[src/ssc_pkg.sv]
// constants and types for the sleep state controller
package ssc_pkg;
  // timing
  localparam int unsigned CLK_FREQ_HZ = 20_000_000;
  localparam int unsigned OVERRIDE_TIME_MS = 4000;
  localparam int unsigned OVERRIDE_CYCLES = OVERRIDE_TIME_MS * (CLK_FREQ_HZ / 1000);
  // register byte offsets
  localparam logic [11:0] ADDR_CTRL = 12'h000;
  localparam logic [11:0] ADDR_PM_EN = 12'h004;
  localparam logic [11:0] ADDR_GPE_EN = 12'h008;
  localparam logic [11:0] ADDR_STATUS = 12'h00C;
  localparam logic [11:0] ADDR_STATE = 12'h010;
  // control register fields
  localparam int CTRL_TYPE_LSB = 0;
  localparam int CTRL_GO_BIT = 3;
  localparam int CTRL_POLICY_BIT = 4;
  localparam int CTRL_CPU_SLEEP_N_BIT = 5;
  // pm enable field
  localparam int PM_ALARM_BIT = 0;
  // general event enable fields
  localparam int GPE_USB_BIT = 0;
  localparam int GPE_RING_BIT = 1;
  localparam int GPE_AUDIO_BIT = 2;
  localparam int GPE_EXTPME_BIT = 3;
  localparam int GPE_INTPME_BIT = 4;
  localparam int GPE_SMBA_BIT = 5;
  localparam int GPE_GPI_LSB = 8;
  // status flags, write one to clear
  localparam int STS_WAKE_BIT = 0;
  localparam int STS_BUTTON_BIT = 1;
  localparam int STS_RING_BIT = 2;
  localparam int STS_ALARM_BIT = 3;
  localparam int STS_CORE_FAIL_BIT = 4;
  localparam int STS_RES_FAIL_BIT = 5;
  localparam int STS_W = 6;
  // reset values
  localparam logic [2:0] CTRL_TYPE_RST = 3'h0;
  localparam logic [15:0] GPE_EN_RST = 16'h0000;
  localparam logic [STS_W-1:0] STS_RST = 6'h00;
  localparam logic [4:0] DRIVE_RST_N = 5'h1F;
  // sleep type codes; other codes are reserved
  typedef enum logic [2:0] {
    SSC_TYPE_S1 = 3'h1,
    SSC_TYPE_S3 = 3'h3,
    SSC_TYPE_S4 = 3'h4,
    SSC_TYPE_S5 = 3'h5
  } ssc_type_e;
  typedef enum logic [2:0] {
    SSC_ST_S0 = 3'h0,
    SSC_ST_C2 = 3'h1,
    SSC_ST_S1 = 3'h2,
    SSC_ST_S3 = 3'h3,
    SSC_ST_S4 = 3'h4,
    SSC_ST_S5 = 3'h5,
    SSC_ST_OFF = 3'h6
  } ssc_state_e;
  typedef enum logic [1:0] {
    SSC_CAUSE_NONE = 2'h0,
    SSC_CAUSE_SW = 2'h1,
    SSC_CAUSE_OVR = 2'h2,
    SSC_CAUSE_PFAIL = 2'h3
  } ssc_cause_e;
endpackage

[src/ssc_hold_timer.sv]
// consecutive-cycle hold timer for the button override
`timescale 1ns/1ps
`default_nettype none
module ssc_hold_timer import ssc_pkg::*; #(
  parameter int unsigned LIMIT = OVERRIDE_CYCLES
) (
  // clock and reset
  input wire logic pclk,
  input wire logic presetn,
  // control
  input wire logic run,
  output logic fire
);
  localparam int W = $clog2(LIMIT + 1);
  logic [W-1:0] cnt_ff;
  logic fire_ff;
  logic [W-1:0] nxt_cnt;
  logic nxt_fire;

  if (LIMIT < 2) begin : g_chk
    $error("hold timer limit too small");
  end

  // saturates so one long press fires once
  assign nxt_cnt = !run ? '0 : (cnt_ff == W'(LIMIT)) ? cnt_ff : cnt_ff + W'(1);
  assign nxt_fire = run && (cnt_ff == W'(LIMIT - 1));
  assign fire = fire_ff;

  always_ff @(posedge pclk or negedge presetn) begin
    if (!presetn) begin
      cnt_ff <= '0;
      fire_ff <= 1'b0;
    end else begin
      cnt_ff <= nxt_cnt;
      fire_ff <= nxt_fire;
    end
  end
endmodule
`default_nettype wire

[src/ssc_sleep_controller.sv]
// sleep state sequencer with apb registers
//
// Chosen here: the APB slave port and the register addresses.
`timescale 1ns/1ps
`default_nettype none
module ssc_sleep_controller import ssc_pkg::*; #(
  parameter int unsigned NGPI = 8,
  parameter logic [7:0] CORE_WELL_MASK = 8'h0F,
  parameter int unsigned OVR_CYCLES = OVERRIDE_CYCLES
) (
  // apb
  input wire logic pclk,
  input wire logic presetn,
  input wire logic [11:0] paddr,
  input wire logic psel,
  input wire logic penable,
  input wire logic pwrite,
  input wire logic [31:0] pwdata,
  output logic [31:0] prdata,
  output logic pready,
  output logic pslverr,
  // processor
  input wire logic cpu_stop_grant,
  output logic cpu_stop_clock_n,
  output logic cpu_sleep_n,
  output logic throttle_inhibit,
  // power rails
  output logic noncritical_rail_off_n,
  output logic memory_rail_off_n,
  output logic soft_off_rail_n,
  // power monitors
  input wire logic core_power_good,
  input wire logic resume_well_reset_n,
  // wake sources
  input wire logic power_button_n,
  input wire logic ring_indicate_n,
  input wire logic ext_power_event_n,
  input wire logic smbus_alert_n,
  input wire logic smbus_wake_msg,
  input wire logic smbus_reset_msg,
  input wire logic usb_port_a_wake,
  input wire logic audio_link_wake,
  input wire logic internal_power_event,
  input wire logic alarm_event,
  input wire logic [NGPI-1:0] general_inputs
);
  if (NGPI < 1 || NGPI > 8) begin : g_chk
    $error("NGPI must be 1 to 8");
  end
  function automatic logic valid_type(input logic [2:0] t);
    valid_type = (t == SSC_TYPE_S1) || (t == SSC_TYPE_S3) ||
                 (t == SSC_TYPE_S4) || (t == SSC_TYPE_S5);
  endfunction
  function automatic ssc_state_e type_state(input logic [2:0] t);
    case (t)
      SSC_TYPE_S1: type_state = SSC_ST_S1;
      SSC_TYPE_S3: type_state = SSC_ST_S3;
      SSC_TYPE_S4: type_state = SSC_ST_S4;
      default: type_state = SSC_ST_S5;
    endcase
  endfunction
  // asserted-high {stop, cpu sleep, s3, s4, s5}
  function automatic logic [4:0] drive_of(input ssc_state_e s, input logic opt);
    case (s)
      SSC_ST_S0: drive_of = 5'h00;
      SSC_ST_C2: drive_of = 5'h10;
      SSC_ST_S1: drive_of = {1'b1, opt, 3'h0};
      SSC_ST_S3: drive_of = 5'h14;
      SSC_ST_S4: drive_of = 5'h16;
      SSC_ST_S5: drive_of = 5'h17;
      SSC_ST_OFF: drive_of = 5'h17;
      default: drive_of = 5'h00;
    endcase
  endfunction
  // registers
  ssc_state_e state_ff, nxt_state;
  ssc_cause_e cause_ff, nxt_cause;
  logic [2:0] type_ff;
  logic go_ff, policy_ff, cpu_sleep_n_opt_ff, alarm_en_ff;
  logic [15:0] gpe_en_ff;
  logic [STS_W-1:0] sts_ff, nxt_sts;
  logic failed_s4_ff, ring_loss_ff;
  logic rsm_ff, pg_ff, btn_ff, pme_ff, ri_ff;
  logic [4:0] drive_n_ff;
  logic throttle_inhibit_ff;
  logic [31:0] prdata_ff;
  logic pready_ff, pslverr_ff;
  logic fire;
  // apb decode
  wire setup = psel && !penable;
  wire access = psel && penable && pready_ff;
  wire wr = access && pwrite;
  wire hit_ctrl = paddr == ADDR_CTRL;
  wire hit_pm = paddr == ADDR_PM_EN;
  wire hit_gpe = paddr == ADDR_GPE_EN;
  wire hit_sts = paddr == ADDR_STATUS;
  wire hit_state = paddr == ADDR_STATE;
  wire mapped = hit_ctrl || hit_pm || hit_gpe || hit_sts || hit_state;
  wire [2:0] wr_type = pwdata[CTRL_TYPE_LSB +: 3];
  wire [31:0] ctrl_rd = {26'h0, cpu_sleep_n_opt_ff, policy_ff, go_ff, type_ff};
  wire [31:0] rd_mux = hit_ctrl ? ctrl_rd :
                       hit_pm ? {31'h0, alarm_en_ff} :
                       hit_gpe ? {16'h0, gpe_en_ff} :
                       hit_sts ? {26'h0, sts_ff} :
                       hit_state ? {27'h0, cause_ff, state_ff} : 32'h0;
  // type must come in the same write as go; that write also sets type_ff
  wire sw_go = wr && hit_ctrl && pwdata[CTRL_GO_BIT] && valid_type(wr_type) &&
               state_ff == SSC_ST_S0;
  // edges; inputs are synchronous already
  wire rsm_fall = rsm_ff && !resume_well_reset_n;
  wire pg_fall = pg_ff && !core_power_good;
  wire btn_fall = btn_ff && !power_button_n;
  wire pme_fall = pme_ff && !ext_power_event_n;
  wire ri_fall = ri_ff && !ring_indicate_n;
  wire powered = resume_well_reset_n;
  // state groups
  wire asleep = state_ff == SSC_ST_S1 || state_ff == SSC_ST_S3 ||
                state_ff == SSC_ST_S4 || state_ff == SSC_ST_S5;
  wire core_off = state_ff == SSC_ST_S3 || state_ff == SSC_ST_S4 || state_ff == SSC_ST_S5;
  wire ovr_s5 = state_ff == SSC_ST_S5 && cause_ff == SSC_CAUSE_OVR;
  wire after_loss = cause_ff == SSC_CAUSE_PFAIL;
  // wake sources
  wire [NGPI-1:0] core_mask = core_off ? CORE_WELL_MASK[NGPI-1:0] : '0;
  wire gpi_wake = |(general_inputs & gpe_en_ff[GPE_GPI_LSB +: NGPI] & ~core_mask);
  wire alarm_wake = sts_ff[STS_ALARM_BIT] && alarm_en_ff;
  wire ring_wake = (ri_fall || sts_ff[STS_RING_BIT]) && gpe_en_ff[GPE_RING_BIT];
  wire smba_wake = !smbus_alert_n && gpe_en_ff[GPE_SMBA_BIT] &&
                   state_ff != SSC_ST_S5;
  wire std_wake = alarm_wake || gpi_wake || ring_wake || smba_wake ||
                  (pme_fall && gpe_en_ff[GPE_EXTPME_BIT]) ||
                  (usb_port_a_wake && gpe_en_ff[GPE_USB_BIT]) ||
                  (audio_link_wake && gpe_en_ff[GPE_AUDIO_BIT]) ||
                  (internal_power_event && gpe_en_ff[GPE_INTPME_BIT]);
  // override S5 keeps only the always-on sources
  wire gated_wake = ovr_s5 ? 1'b0 :
                    after_loss ? (ring_wake || alarm_wake) : std_wake;
  wire wake = asleep && (btn_fall || smbus_wake_msg || smbus_reset_msg ||
                         gated_wake);
  // override timer; not run in S5, where a press wakes instead
  wire hold_run = !power_button_n && powered &&
                  state_ff != SSC_ST_S5 && state_ff != SSC_ST_OFF;
  ssc_hold_timer #(.LIMIT(OVR_CYCLES)) u_hold (
    .pclk(pclk),
    .presetn(presetn),
    .run(hold_run),
    .fire(fire)
  );
  // sequencer
  always_comb begin
    nxt_state = state_ff;
    nxt_cause = cause_ff;
    if (!powered) begin
      nxt_state = SSC_ST_OFF;
      nxt_cause = SSC_CAUSE_PFAIL;
    end else if (fire) begin
      // no stop grant wait, no clock but our own
      nxt_state = SSC_ST_S5;
      nxt_cause = SSC_CAUSE_OVR;
    end else begin
      case (state_ff)
        SSC_ST_S0: begin
          if (sw_go) begin
            nxt_state = SSC_ST_C2;
          end
        end
        SSC_ST_C2: begin
          if (cpu_stop_grant) begin
            nxt_state = type_state(type_ff);
            nxt_cause = SSC_CAUSE_SW;
          end
        end
        SSC_ST_S1, SSC_ST_S3, SSC_ST_S4, SSC_ST_S5: begin
          if (wake) begin
            nxt_state = SSC_ST_S0;
            nxt_cause = SSC_CAUSE_NONE;
          end
        end
        SSC_ST_OFF: begin
          if (!policy_ff) begin
            nxt_state = SSC_ST_S0;
            nxt_cause = SSC_CAUSE_NONE;
          end else begin
            nxt_state = failed_s4_ff ? SSC_ST_S4 : SSC_ST_S5;
          end
        end
        default: nxt_state = SSC_ST_S0;
      endcase
    end
  end
  // status: set wins over write-one-clear
  wire [STS_W-1:0] sts_set;
  assign sts_set[STS_WAKE_BIT] = wake && powered && !fire;
  assign sts_set[STS_BUTTON_BIT] = btn_fall;
  assign sts_set[STS_RING_BIT] = ri_fall ||
                                 (state_ff == SSC_ST_OFF && powered && ring_loss_ff);
  assign sts_set[STS_ALARM_BIT] = alarm_event;
  assign sts_set[STS_CORE_FAIL_BIT] = pg_fall;
  assign sts_set[STS_RES_FAIL_BIT] = rsm_fall;
  wire [STS_W-1:0] sts_clr = (wr && hit_sts) ? pwdata[STS_W-1:0] : '0;
  // no resume power means no button or alarm history
  wire [STS_W-1:0] sts_hold = powered ? '0 :
                              (STS_W'(1) << STS_BUTTON_BIT) | (STS_W'(1) << STS_ALARM_BIT);
  assign nxt_sts = ((sts_ff & ~sts_clr) | sts_set) & ~sts_hold;
  always_ff @(posedge pclk or negedge presetn) begin
    if (!presetn) begin
      state_ff <= SSC_ST_S0;
      cause_ff <= SSC_CAUSE_NONE;
    end else begin
      state_ff <= nxt_state;
      cause_ff <= nxt_cause;
    end
  end
  // control; go reads back while a sleep is underway
  always_ff @(posedge pclk or negedge presetn) begin
    if (!presetn) begin
      type_ff <= CTRL_TYPE_RST;
      go_ff <= 1'b0;
      policy_ff <= 1'b0;
      cpu_sleep_n_opt_ff <= 1'b0;
    end else begin
      if (wr && hit_ctrl) begin
        type_ff <= wr_type;
        policy_ff <= pwdata[CTRL_POLICY_BIT];
        cpu_sleep_n_opt_ff <= pwdata[CTRL_CPU_SLEEP_N_BIT];
      end
      go_ff <= sw_go || (go_ff && nxt_state != SSC_ST_S0);
    end
  end
  // enables live in the always-on well: kept through loss
  always_ff @(posedge pclk or negedge presetn) begin
    if (!presetn) begin
      alarm_en_ff <= 1'b0;
      gpe_en_ff <= GPE_EN_RST;
    end else begin
      if (wr && hit_pm) begin
        alarm_en_ff <= pwdata[PM_ALARM_BIT];
      end
      if (wr && hit_gpe) begin
        gpe_en_ff <= pwdata[15:0];
      end
    end
  end
  always_ff @(posedge pclk or negedge presetn) begin
    if (!presetn) begin
      sts_ff <= STS_RST;
      failed_s4_ff <= 1'b0;
      ring_loss_ff <= 1'b0;
    end else begin
      sts_ff <= nxt_sts;
      if (rsm_fall) begin
        failed_s4_ff <= state_ff == SSC_ST_S4;
      end
      ring_loss_ff <= state_ff == SSC_ST_OFF && (ring_loss_ff || !ring_indicate_n);
    end
  end
  always_ff @(posedge pclk or negedge presetn) begin
    if (!presetn) begin
      rsm_ff <= 1'b1;
      pg_ff <= 1'b1;
      btn_ff <= 1'b1;
      pme_ff <= 1'b1;
      ri_ff <= 1'b1;
    end else begin
      rsm_ff <= resume_well_reset_n;
      pg_ff <= core_power_good;
      btn_ff <= power_button_n;
      pme_ff <= ext_power_event_n;
      ri_ff <= ring_indicate_n;
    end
  end
  // outputs follow the next state so they line up with state_ff
  always_ff @(posedge pclk or negedge presetn) begin
    if (!presetn) begin
      drive_n_ff <= DRIVE_RST_N;
      throttle_inhibit_ff <= 1'b0;
    end else begin
      drive_n_ff <= ~drive_of(nxt_state, cpu_sleep_n_opt_ff);
      throttle_inhibit_ff <= nxt_state != SSC_ST_S0;
    end
  end
  // zero-wait apb: ready in the first access cycle
  always_ff @(posedge pclk or negedge presetn) begin
    if (!presetn) begin
      pready_ff <= 1'b0;
      pslverr_ff <= 1'b0;
      prdata_ff <= 32'h0;
    end else begin
      pready_ff <= setup;
      pslverr_ff <= setup && !mapped;
      prdata_ff <= setup ? rd_mux : 32'h0;
    end
  end
  assign prdata = prdata_ff;
  assign pready = pready_ff;
  assign pslverr = pslverr_ff;
  assign cpu_stop_clock_n = drive_n_ff[4];
  assign cpu_sleep_n = drive_n_ff[3];
  assign noncritical_rail_off_n = drive_n_ff[2];
  assign memory_rail_off_n = drive_n_ff[1];
  assign soft_off_rail_n = drive_n_ff[0];
  assign throttle_inhibit = throttle_inhibit_ff;
endmodule
`default_nettype wire

[config.mk]
export PLATFORM = sky130hd
export DESIGN_NAME = ssc_sleep_controller
export DESIGN_NICKNAME = d
export VERILOG_FILES = /design/src/ssc_pkg.sv /design/src/ssc_hold_timer.sv /design/src/ssc_sleep_controller.sv
export SDC_FILE = /design/constraint.sdc
export NUM_CORES = 1
export LEC_CHECK = 0
export ABC_CLOCK_PERIOD_IN_PS = 2100
export BUFFER_PORTS_ARGS = -buffer_cell sky130_fd_sc_hd__buf_2
export CAP_MARGIN = 0
export CORE_MARGIN = 4
export CORE_UTILIZATION = 48
export CTS_CLUSTER_DIAMETER = 80
export DETAILED_ROUTE_END_ITERATION = 10
export PLACE_DENSITY = 0.78
export REMOVE_ABC_BUFFERS = 1
export SLEW_MARGIN = 10
export SYNTH_ARGS = -nofsm -noshare
export SYNTH_HDL_FRONTEND = slang
export SYNTH_SLANG_ARGS = --single-unit
[constraint.sdc]
create_clock -name pclk -period 2.1 [get_ports pclk]
set_input_delay 0.315 -clock pclk [delete_from_list [all_inputs] [get_ports pclk]]
set_output_delay 0.315 -clock pclk [all_outputs]
set_load 0.05 [all_outputs]
After elaboration in Yosys (flattened, before gate mapping)
Cells that the tools add are included.
W data, S select, Z words.
{"block": "totals", "latchBits": 0, "memories": 0, "word_cells": 176, "output_inout_bits": 40, "ff_bits": 93, "rom_bits": 0, "ramBits": 0}
{"block": "op_classes", "n_bitwise": 9, "n_mux": 29, "n_shift": 0, "reduce_logical": 80, "div": 0, "n_eq_ne": 34, "n_lt_le_gt_ge": 0, "mul": 0, "add_sub_neg": 1}
{"cell": "$mux W16", "count": 4}
{"cell": "$eq A27 B27 Y1 const B", "count": 2}
{"cell": "$mux W27", "count": 2}
{"cell": "$logic_and A1 B1 Y1", "count": 37}
{"cell": "$add A27 B1 Y27 const B", "count": 1}
{"cell": "$eq A3 B3 Y1 const B", "count": 9}
{"cell": "$logic_or A1 B1 Y1", "count": 27}
{"cell": "$pmux W5 S5", "count": 1}
{"cell": "$eq A12 B4 Y1 const B", "count": 2}
{"cell": "$eq A3 B2 Y1 const B", "count": 6}
{"cell": "$mux W3", "count": 6}
{"cell": "$and A8 B8 Y8", "count": 2}
{"cell": "$and A6 B6 Y6", "count": 2}
{"cell": "$eq A12 B3 Y1 const B", "count": 1}
{"cell": "$eq A12 B5 Y1 const B", "count": 1}
{"cell": "$eq A3 B1 Y1 const B", "count": 4}
{"cell": "$logic_not A12 Y1", "count": 1}
{"cell": "$mux W6", "count": 2}
{"cell": "$ne A4 B3 Y1 const B", "count": 3}
{"cell": "$pmux W3 S4", "count": 1}
{"cell": "$mux W2", "count": 5}
{"cell": "$logic_not A1 Y1", "count": 9}
{"cell": "$pmux W3 S3", "count": 1}
{"cell": "$mux W4", "count": 2}
{"cell": "18 further kinds", "count": 22}

Longest topological paths before layout
{"block": "logic_depth", "word_depth": 26, "depth_mapped": 8, "depth_no_buf": 7}

Hierarchy
A second synthesis with hierarchy kept.
{"block": "hier_totals", "cells_unflattened": 430, "hier_area_um2": 4633.2}
{"module": "ssc_sleep_controller", "cells_each": 267, "area_per_inst_um2": 3086.7, "instances": 1}
{"module": "ssc_hold_timer", "cells_each": 163, "area_per_inst_um2": 1546.5, "instances": 1}

Least setup slack after synthesis
Ideal clock, no wire load.
{"block": "synth_timing", "path_type": "register -> register", "from": "reg pme_ff", "to": "reg go_ff", "t_required_ns": 1.981, "t_arrival_ns": 2.053, "stages_incl_launch_ff": 8, "synth_period_minus_slack_ns": 2.172, "path_slack_ns": -0.072, "path_buffers": 0, "cell_sequence": "dfstp_2 nand2_1 o211ai_2 and4b_4 and3_4 a211o_1 or4_4 a21bo_1"}
{"block": "synth_via", "elab_chain_cells": 17}
{"element": "from (decl)", "line_no": "ssc_sleep_controller.sv:83", "rtl": "logic rsm_ff, pg_ff, btn_ff, pme_ff, ri_ff;"}
{"element": "from (signal assigned)", "line_no": "ssc_sleep_controller.sv:267", "rtl": "pme_ff <= ext_power_event_n;"}
{"element": "$logic_and A1 B1 Y1", "line_no": "ssc_sleep_controller.sv:113", "rtl": "wire pme_fall = pme_ff && !ext_power_event_n;"}
{"element": "$logic_and A1 B1 Y1", "line_no": "ssc_sleep_controller.sv:130", "rtl": "(pme_fall && gpe_en_ff[GPE_EXTPME_BIT]) ||"}
{"element": "$logic_or A1 B1 Y1", "line_no": "ssc_sleep_controller.sv:129", "rtl": "wire std_wake = alarm_wake || gpi_wake || ring_wake || smba_wake ||"}
{"element": "$logic_or A1 B1 Y1", "line_no": "ssc_sleep_controller.sv:130"}
{"element": "$logic_or A1 B1 Y1", "line_no": "ssc_sleep_controller.sv:131", "rtl": "(usb_port_a_wake && gpe_en_ff[GPE_USB_BIT]) ||"}
{"element": "$logic_or A1 B1 Y1", "line_no": "ssc_sleep_controller.sv:132", "rtl": "(audio_link_wake && gpe_en_ff[GPE_AUDIO_BIT]) ||"}
{"element": "$mux W1", "line_no": "ssc_sleep_controller.sv:136", "rtl": "after_loss ? (ring_wake || alarm_wake) : std_wake;"}
{"element": "$mux W1", "line_no": "ssc_sleep_controller.sv:135", "rtl": "wire gated_wake = ovr_s5 ? 1'b0 :"}
{"element": "[2 not listed]"}
{"element": "$mux W3", "line_no": "ssc_sleep_controller.sv:173", "rtl": "if (wake) begin"}
{"element": "$pmux W3 S4", "line_no": "ssc_sleep_controller.sv:160", "rtl": "case (state_ff)"}
{"element": "$mux W3", "line_no": "ssc_sleep_controller.sv:155", "rtl": "end else if (fire) begin"}
{"element": "$mux W3", "line_no": "ssc_sleep_controller.sv:152", "rtl": "if (!powered) begin"}
{"element": "via nxt_state[2]", "line_no": "ssc_sleep_controller.sv:76", "rtl": "ssc_state_e state_ff, nxt_state;"}
{"element": "$reduce_bool A3 Y1", "line_no": "ssc_sleep_controller.sv:226", "rtl": "go_ff <= sw_go || (go_ff && nxt_state != SSC_ST_S0);"}
{"element": "$logic_and A1 B1 Y1", "line_no": "ssc_sleep_controller.sv:226"}
{"element": "$logic_or A1 B1 Y1", "line_no": "ssc_sleep_controller.sv:226"}
{"element": "to (signal assigned)", "line_no": "ssc_sleep_controller.sv:226"}
{"element": "to (decl)", "line_no": "ssc_sleep_controller.sv:79", "rtl": "logic go_ff, policy_ff, cpu_sleep_n_opt_ff, alarm_en_ff;"}
The timed path passes the listed nets, and every way through them passes these cells.
A chain may end at the register's enable or synchronous reset.

Final worst setup path
Same ends and word-level chain as after synthesis.

==> results by group <==
Outcome
  – Run status: finished with violations
  – Violations in the final reports: setup timing

Detailed routing
  – Drt total wl: about 10 mm
  – Vias: approximately 3500
  – Number of iterations in the first detailed-routing pass: 4
  – Routed length per instance: roughly 16 um
  – Number of routed nets with antenna violations: 0
  – Drc violations: 0
  – Vias per cell: about 5.5
  – Drt first-iter violations: 137

Power
  – Portion of total power attributed to the clock network: between 30% and 40%
  – Combinational fraction of design power: 13.3%
  – Worst supply voltage drop on vdd: about 0.42 mV
  – Reported leakage power: 0.00256 uW
  – Internal power of the cells: 2460 uW
  – Switching component of the power: between 1000 and 1500 uW
  – Switching share of power: just under 30%
  – Power Total: around 3500 uW
  – Flop pwr share: between 50% and 60%
  – Power per unit of standard cell area: 654 nW/um^2

Critical path
  – Worst-path cell with the longest stage delay: or4_4
  – Startpoint class of the critical path: flip-flop
  – Data required, critical path: 2.38 ns
  – Classification of the worst setup path: flip-flop to flip-flop
  – Reg-to-reg setup timing slack: -0.05 ns
  – Startpoint of the most critical register-to-register path: pme_ff
  – Worst reg2reg path endpoint: go_ff
  – Largest stage delay, worst path: 0.55 ns
  – Setup crit end kind: flip-flop
  – Largest fanout of any net on the critical path: 2
  – R2R cell count: 7
  – Data arrival, critical path: roughly 2.4 ns
  – Sequence of cells on the critical path: nand2_2, o211ai_2, and4b_4, and3_4, a211o_1, or4_4, a21bo_1

Synthesis
  – Warnings from Yosys: 0
  – Combinational family with the most area after synthesis: simple AND/OR/NAND/NOR gates
  – Top FF cell, synth: dfrtp_1
  – Number of enable flip-flop cells after synthesis: 0
  – Parity-gate share of the synthesized area counting xor and xnor cells: ~5%
  – Fraction of the mapped netlist area in simple logic gates: between 20 and 25%
  – Synth Register Bits: a little over 90
  – Fraction of synthesis flops using an asynchronous set or reset pin: 100%
  – Synth Area per Inst: about 11 sq um
  – Sequential share of the synthesized area: 52.7%
  – Count of unique library cells instantiated by Yosys: 63
  – Multiplexer share of the synthesized area: between 6 and 7%
  – Arithmetic-cell share of the synthesized area counting full adders, half adders and majority gates: less than 1%
  – Synthesized instance count: 420
  – Share of the synthesized area in compound gates (AO/OA/AOI/OAI): approximately 9.6%
  – Netlist area before placement: around 4400 sq um

Global routing
  – Global-route usage over all layers: 19.8%
  – Leftover overflow at the end of global routing: 0
  – Number of global-route vias before repair: approximately 3600
  – Global-route wire length before repair: approximately 17 mm
  – Antenna violations before repair: 0
  – Maximum number of pins on one net before global-route repair: between 40 and 50

STA
  – Post-route minimum period: 2.15 ns
  – Total count of hold-check failures in the final report: 0
  – Final period util: 103%
  – Slew Limit Fails: 0
  – Unrepaired setup endpoints after global routing: true
  – Largest clock skew in the final design: between 0.015 and 0.02 ns
  – Setup WS post-layout: -0.0530 ns
  – Upper clock frequency limit: around 460 MHz
  – Count of endpoints failing setup in the final report: 3

Floorplan
  – Initial core utilization: between 50% and 60%
  – Floorplan Core Area: about 8800 sq um
  – Horiz. Die Dim: 104 um
  – Die outline area: roughly 11000 sq um
  – Standard-cell rows: 34
  – Ports placed on the boundary: 110
  – Die height: 104 um

Finish
  – Post-Layout Inst Area: around 5400 sq um
  – Net count reported at finish: 602
  – Post-route core utilization: between 60% and 70%
  – Area growth from synthesis to final layout: 20.8%
  – Number of inserted diodes: 0
  – Most frequent cells in the layout: dfrtp_1 (83), buf_2 (76), nor2_1 (43)
  – Most common cell after layout, fill and taps aside: dfrtp_1
  – Share of cells above drive strength 1: 32.5%

Clocking
  – TritonCTS buffer count: 9
  – Clock transition at the registers of the reported paths: 0.11 ns
  – Clock latency reported for the late side of the worst-skew pair: around 0.37 ns
  – CTS tree: built
  – Library cell used as clock root buffer: clkbuf_8
  – Longest Clk Path Bufs: 2
  – Num Clock Sinks: 93
  – CTS HTree Levels: 3

Placed design
  – Total of buffers placed on input and output ports: just under 80
  – Gp weighted congestion: a little over 0.9
  – HPWL after detailed placement: just under 8 mm
  – Placement Cell Area: around 5100 sq um

Worst hold path
  – Class of the tightest hold or removal check: input port to flip-flop
  – Number of cells on the worst hold path: 1
  – Destination of the worst hold path: pg_ff
  – Hold path start: core_power_good

Job
  – Max-cap violation count: 0
synth_stat cells, types with 2 or more instances:
| library cell | n | area (sq um) |
|---|---|---|
| and3_1 | 6 | 37.5 |
| dfrtp_1 | 83 | 2080 |
| inv_1 | 13 | 48.8 |
| or3_1 | 6 | 37.5 |
| nand4_1 | 7 | 43.8 |
| xnor2_1 | 8 | 70.1 |
| dfstp_2 | 10 | 263 |
| or2_2 | 2 | 12.5 |
| a21oi_1 | 13 | 65.1 |
| nor4_1 | 5 | 31.3 |
| nor2_1 | 44 | 165 |
| a22o_1 | 3 | 26.3 |
| buf_4 | 16 | 120 |
| a22oi_1 | 6 | 45.0 |
| nand2b_1 | 5 | 31.3 |
| mux2i_1 | 6 | 60.1 |
| nor2b_1 | 7 | 43.8 |
| nor3_1 | 11 | 55.1 |
| a21o_1 | 2 | 15.0 |
| nand2_1 | 34 | 128 |
| and2_1 | 12 | 75.1 |
| nand3_1 | 14 | 70.1 |
| xor2_1 | 17 | 149 |
| mux2_2 | 20 | 225 |
| o221ai_1 | 3 | 26.3 |
| and4_1 | 3 | 26.3 |
| o31ai_1 | 2 | 15.0 |
| clkbuf_1 | 7 | 26.3 |
| o211a_1 | 2 | 20.0 |
| nand3b_1 | 4 | 30.0 |
| ha_1 | 2 | 25.0 |
| buf_2 | 3 | 15.0 |
| o21ai_0 | 12 | 60.1 |
| nor4b_1 | 3 | 26.3 |
power by group through the flow:
stage               Clock [uW]  Combinational [uW]  Sequential (uW)
global route              1270                 509             1880
floorplan                    0                 187             1960
finish                    1170                 467             1870
CTS                       1190                 452             1870
detailed placement           0                 444             1900
global placement             0                 434             1900
worst max-delay path: cells and delay by family (launching register included):
family,cells,cell delay [ns]
flip-flops,1,0.54
AND/OR/NAND/NOR,4,0.96
AO/OA/AOI/OAI,3,0.57
repair_timing:
| item | CTS | global route |
|---|---|---|
| buffers inserted | 0 | 5 |
| gates cloned | 0 | 0 |
| hold endpoints to repair | 24 | 0 |
| hold buffers | 1 | 0 |
| setup endpoints to repair | 4 | 8 |
| gates resized for setup | 2 | 5 |
| pin swaps | 2 | 3 |
kinds of logic after synthesis:
logic type,after synthesis
adders and majority gates,2
buffers and inverters,40
other,1
DFF,93
xor gates and xnor gates,25
muxes,26
and+or+nand+nor,173
AOI/OAI and AO/OA,60
state kept, by name, indices dropped and copies added (netlist names), 2 cells and up:
register,flops
prdata,16
gpe_en_ff,16
u_hold.cnt_ff,27
cause_ff,2
type_ff,3
state_ff,3
drive_n_ff,5
sts_ff,6
how the worst max path moves through the flow:
stage / start / endpoint / cells past startpoint / slack (ns)
floorplan: state_ff[1] / go_ff / 7 / -0.09
global placement: pme_ff / go_ff / 7 / -0.08
detailed placement: pme_ff / go_ff / 7 / -0.09
CTS: btn_ff / go_ff / 8 / -0.02
global route: pme_ff / go_ff / 7 / -0.11
finish: pme_ff / go_ff / 7 / -0.05
metrics by stage:
step / TNS [ns] / instances / hold WS [ns] / worst slack [ns]
floorplan: -0.959 / 408 / 0.0194 / -0.0916
global placement: -0.121 / 621 / 0.266 / -0.0766
detailed placement: -0.160 / 621 / 0.271 / -0.0893
CTS: -0.0188 / 638 / 0.0304 / -0.0188
global route: -0.338 / 643 / 0.0249 / -0.111
finish: -0.0988 / 643 / 0.0418 / -0.0530
routing by layer:
metal  global-route usage, %  vias to the layer above  part of all wire [%]
li1                        -                     1662                     -
met1                    24.5                     1718                    40
met2                    34.2                      145                    51
met3                    5.52                       13                   7.5
met4                    4.94                        0                   1.2
met5                       0                        -                     0
final cells by class:
class | instances | area (sq um)
fill | 731 | 3480
sequential | 93 | 2340
multi-input combinational | 302 | 1980
timing repair buffer | 111 | 674
tap | 108 | 135
clock buffer | 9 | 124
clock inverter | 7 | 70.1
inverter | 13 | 48.8
Power figures use the tool's default switching activity.
